===== src/spc_stack_store.sv =====
// Small memory holding the per-level stack selector and pointer copies.
// Assumes one clock; read data are registered and appear one cycle after rd_en.
`timescale 1ns/100ps

module spc_stack_store #(
	parameter int DEPTH = 3,
	parameter int WIDTH = 48,
	parameter int AW    = 2
) (
	// Clock and reset
	input  wire logic             clk,
	input  wire logic             resetn,
	// Write port
	input  wire logic             wr_en,
	input  wire logic [AW-1:0]    wr_addr,
	input  wire logic [WIDTH-1:0] wr_data,
	// Read port
	input  wire logic             rd_en,
	input  wire logic [AW-1:0]    rd_addr,
	output logic      [WIDTH-1:0] rd_data
);

	logic [WIDTH-1:0] mem [DEPTH];

	always_ff @(posedge clk) begin
		if (wr_en && (int'(wr_addr) < DEPTH)) begin
			mem[wr_addr] <= wr_data;
		end
	end

	always_ff @(posedge clk) begin
		if (!resetn) begin
			rd_data <= '0;
		end else if (rd_en) begin
			rd_data <= (int'(rd_addr) < DEPTH) ? mem[rd_addr] : '0;
		end
	end

endmodule


===== config.mk =====
export PLATFORM = sky130hd
export DESIGN_NAME = spc_stack_store
export DESIGN_NICKNAME = d
export VERILOG_FILES = /design/src/spc_stack_store.sv
export SDC_FILE = /design/constraint.sdc
export NUM_CORES = 1
export LEC_CHECK = 0
export BUFFER_PORTS_ARGS = -buffer_cell sky130_fd_sc_hd__buf_4
export CAP_MARGIN = 20
export CORE_UTILIZATION = 45
export DETAILED_ROUTE_END_ITERATION = 10
export PLACE_DENSITY = 0.75
export SYNTH_ARGS = -nofsm -noshare
export SYNTH_HDL_FRONTEND = slang
export SYNTH_SLANG_ARGS = --single-unit

===== constraint.sdc =====
create_clock -name clk -period 9.48 [get_ports clk]
set_input_delay 0.474 -clock clk [delete_from_list [all_inputs] [get_ports clk]]
set_output_delay 0.474 -clock clk [all_outputs]
set_load 0.01 [all_outputs]

### Yosys cells after proc, flatten, opt, wreduce, memory -nomap -nowiden

Memories as Yosys holds them, arrays and structs flattened.
Cells that the tools add are included.

| cells by class | value |
|---|---|
| multiplexer cells | 3 |
| reductions and logical operators | 1 |
| magnitude comparators | 2 |

Operator list:

| kind | count |
|---|---|
| $mux W48 | 1 |
| $lt A2 B2 Y1 const B | 2 |
| $mux W1 | 2 |
| $logic_and A1 B1 Y1 | 1 |

| word-level totals | value |
|---|---|
| bits of input ports | 56 |
| logic and storage cells | 8 |
| memory bits (writable) | 144 |
| memories | 1 |
| output and inout bits | 48 |
| register bits after elaboration | 48 |

Memory list:

| name | depth | width | read ports | clocked after memory_dff | write ports | line | text |
|---|---|---|---|---|---|---|---|
| mem | 3 | 48 | 1 | 0 | 1 | 23 | `logic [WIDTH-1:0] mem [DEPTH];` |

### Logic depth before layout (Yosys ltp)

| depth | value |
|---|---|
| word-level depth | 4 |
| depth in mapped cells | 6 |

### Worst setup path after synthesis

Ideal clock, no wire load.

| timing | value |
|---|---|
| path type | input port to flip-flop |
| from | input port wr_addr[0] |
| to | memory mem[0][0] (enable) |
| library setup time | 0.524 ns |
| data required time | 8.956 ns |
| path buffers | 0 |
| setup slack | 4.930 ns |
| stages | 1 |
| arrival | 4.027 ns |
| cells stage by stage | nor3b_1 |

| between the ends | value |
|---|---|
| word-level cells in the longest chain between the ends | 4 |

Ends and longest elaborated chain:

| element | line | text |
|---|---|---|
| start: declaration | 15 | `input wire logic [AW-1:0] wr_addr,` |
| $lt A2 B2 Y1 | 26 | `if (wr_en && (int'(wr_addr) < DEPTH)) begin` |
| $logic_and A1 B1 Y1 | 26 |  |
| $mux W1 | 26 |  |
| $mux W1 (implied by the code) | 27 | `mem[wr_addr] <= wr_data;` |
| end: declaration | 23 |  |

Several ways; a longest one is shown, not always the timed one.

### Worst setup path in the final report

| timing | value |
|---|---|
| from | input port rd_addr[1] |
| to | register rd_data[45] |

| between the ends | value |
|---|---|
| word-level cells in the longest chain between the ends | 2 |
| elaborated cells between the ends (all ways) | 3 |
| those cells by class | 1 x order compare; 1 x mux; 1 x memory |

Ends and longest elaborated chain:

| element | line | text |
|---|---|---|
| start: declaration | 19 | `input wire logic [AW-1:0] rd_addr,` |
| $mem_v2 Z3 W48 / $lt A2 B2 Y1 (equally long branches) | - |  |
| $mux W48 * | 35 | `rd_data <= (int'(rd_addr) < DEPTH) ? mem[rd_addr] : '0;` |
| end signal: assignment | 35 |  |
| end: declaration | 20 | `output logic [WIDTH-1:0] rd_data` |

Every way passes the cells marked *; elsewhere a longest branch is shown, timed or not.
A chain may end at the register's enable or synchronous reset.

==> summary.txt <==
Route
  • Vias: roughly 4000
  • Initial DRC count: 214
  • Pre-antenna DRT Iters: 4
  • Remaining antenna violation count: 0
  • Vias per cell: ~5.2
  • Avg WL per Cell: ~17 um
  • DRT Wirelength: between 10 and 15 mm
  • Detailed-route DRC error count: 0

Place
  • Detailed placement HPWL: roughly 7.4 mm
  • PortBufs: 103
  • GPL Wtd Cong: 0.678
  • Placement Setup Slack: approximately 7.3 ns
  • Dpl cell area: 0.00789 mm^2

Power
  • Combinational cell fraction of total power: 0.069
  • P_int: 1.45 mW
  • Clock share of power: 0.400
  • Power per cell area: 214 mW/mm^2
  • Max VDD drop: 0.000147 V
  • Switching Fraction: 0.202
  • Design Power: between 1.5 and 2 mW
  • Pleak: 3.14 nW
  • Seq pwr share: 0.531
  • Psw: 369 uW

Floorplan
  • Die W: 127 um
  • Die Ht: 127 um
  • Initial Util: 0.461
  • Core area: 0.0152 mm^2
  • Site Rows: 45
  • Die area: 0.0161 mm^2
  • Ports: 104

Clock network
  • CTS max path bufs: 2
  • Post-CTS Resized: 0
  • Total number of H-tree levels: 4
  • Clk_lat worst skew: 0.43 ns
  • Hold Buf Count CTS: 0
  • Root Driver: clkbuf_16
  • Post-CTS setup buffers: 0
  • CTS buffer count: 17
  • CTS tree: yes
  • Clk slew on worst S/H paths: 0.06 ns
  • CTS Sinks: 192

Yosys
  • Ys async rst share: 0
  • Mapped Cells: 468
  • Synth cell count leaders: edfxtp_1 (144), nand2_1 (49), a31oi_1 (48), dfxtp_1 (48), mux2i_1 (48)
  • Flops & latches, synth: 192
  • Top cells by area, synth: edfxtp_1 (62%), dfxtp_1 (14%), mux2i_1 (6.9%)
  • Warnings, synthesis: 0
  • Post-Syn Area: 0.00701 mm^2
  • Main synth FF type: edfxtp_1
  • Share of the synthesized area in the top cell type: 0.617
  • Mapped Nets: 524
  • Post-synth top area cell: edfxtp_1
  • Avg Inst Size Synth: approximately 15 um^2
  • Unique masters post-synth: 19
  • EDFF count, synth: 144
  • Count leader, synth: edfxtp_1
  • Sequential area share after synthesis: 0.754

Worst setup path
  • CP arrival: 1.95 ns
  • Critical path's slowest cell: buf_4
  • Worst Path Required: roughly 10 ns
  • CP Buf/Inv Count: 2
  • Cell family with most CP delay: buffers and inverters
  • CP endpoint kind: flop
  • Critical path class: primary input to flop
  • Startpoint Class: primary input
  • Highest cell delay on the worst timing path: around 0.7 ns
  • Cells along the critical path: buf_4 -> nor2b_4 -> buf_12 -> nand2_1 -> a31oi_1
  • Worst-path fanout max: 49

Timing
  • Slew Viols, Final: 0
  • Finish-stage setup viols: 0
  • Worst Skew: ~0.0075 ns
  • Setup WS post-layout: 7.80 ns
  • Worst slew pin tran: between 0.9 and 1 ns
  • Setup TNS: 0 ns
  • Final min period: about 1.7 ns
  • Endpoints failing hold: 0
  • Tcrit/Tclk final: 0.177
  • Max-slew headroom: 0.380
  • Achievable Freq: 0.595 GHz
  • RSZ-0062 raised after global routing: false

Finish
  • Fin nets: between 600 and 700
  • Syn-to-layout area delta: 21.2%
  • Antenna diodes: 0
  • Fraction of layout cells with a size suffix above 1: 0.292
  • Fin area: 0.00850 mm^2

GRT
  • Global Route Usage Sum: 0.175
  • Initial antenna violation count: 0
  • Largest net degree at the start of global routing: 97
  • Vias in the first global route: 3998
  • Remaining Overflow, GRT: 0
  • First-pass GRT wire length: 20.5 mm

Run
  • Max-cap violations: 0

Run status
  • Status: finished, final reports clean

Hold path
  • Hold crit path type: primary input to flop
final timing paths:
path,from,end,slack [ns],depth (start not counted)
worst max-delay path,rd_addr[1],rd_data[45],7.80,5
worst min-delay path,wr_data[34],mem[2][34],0.23,1
worst max register to register,mem[0][37],rd_data[37],8.50,3
worst min register to register,rd_data[3],rd_data[3],0.51,2
cell usage in the layout (no fill, tap or decap):
cell type,instances
clkinvlp_4,2
or2_1,8
nor3b_2,1
clkbuf_8,1
a31oi_1,48
buf_12,1
clkinv_2,5
clkbuf_1,1
nand2_1,49
or2_2,28
mux2i_1,48
o21ai_0,45
and3b_2,1
clkinv_1,2
dfxtp_1,48
nor2b_4,1
o21ai_1,3
nor2_4,1
edfxtp_1,144
or2_0,12
clkbuf_16,17
buf_4,106
bufinv_16,4
layout make-up:
type	instances	area (um^2)
clock inverters	13	168
clock buffers	19	443
well taps	188	235
fillers	1211	6700
multi-input cells	245	1550
flip-flops and latches	192	5290
repair buffers	107	816
stage by stage:
step | std cells | hold slack (ns) | util
after detailed placement | 732 | 0.506 | 0.519
after floorplan | 468 | 0.507 | -
after global routing | 764 | 0.211 | 0.559
final | 764 | 0.231 | 0.559
after CTS | 764 | 0.218 | 0.559
after global placement | 731 | 0.502 | 0.518
routing by layer:
layer | GRT usage | wire (um) | up-vias
met5 | 0 | 0 | -
met4 | 0.0602 | 128 | 0
met3 | 0.0700 | 931 | 10
met2 | 0.286 | 6490 | 121
met1 | 0.211 | 5710 | 1932
li1 | - | - | 1922
sequential cells by signal, summed over array words and instances, names as in the netlist:
signal	flops
rd_data	48
mem	144
power groups by stage:
stage / Sequential [mW] / Clock, mW / Combinational (mW)
2_1_floorplan: 0.989 / 0 / 0.0613
3_3_place_gp: 0.983 / 0 / 0.122
3_5_place_dp: 0.985 / 0 / 0.127
4_1_cts: 0.967 / 0.743 / 0.128
5_1_grt: 0.971 / 0.778 / 0.138
6_report: 0.967 / 0.729 / 0.126
logic make-up (layout without fill, tap and decap cells):
| family | count (synthesis) | in the layout | synth area share |
|---|---|---|---|
| AND/OR/NAND/NOR | 101 | 101 | 0.0728 |
| buffers and inverters | 31 | 139 | 0.0277 |
| AO/OA/AOI/OAI | 96 | 96 | 0.0771 |
| flip-flops | 192 | 192 | 0.754 |
| multiplexers | 48 | 48 | 0.0685 |
Power figures use the tool's default switching activity.
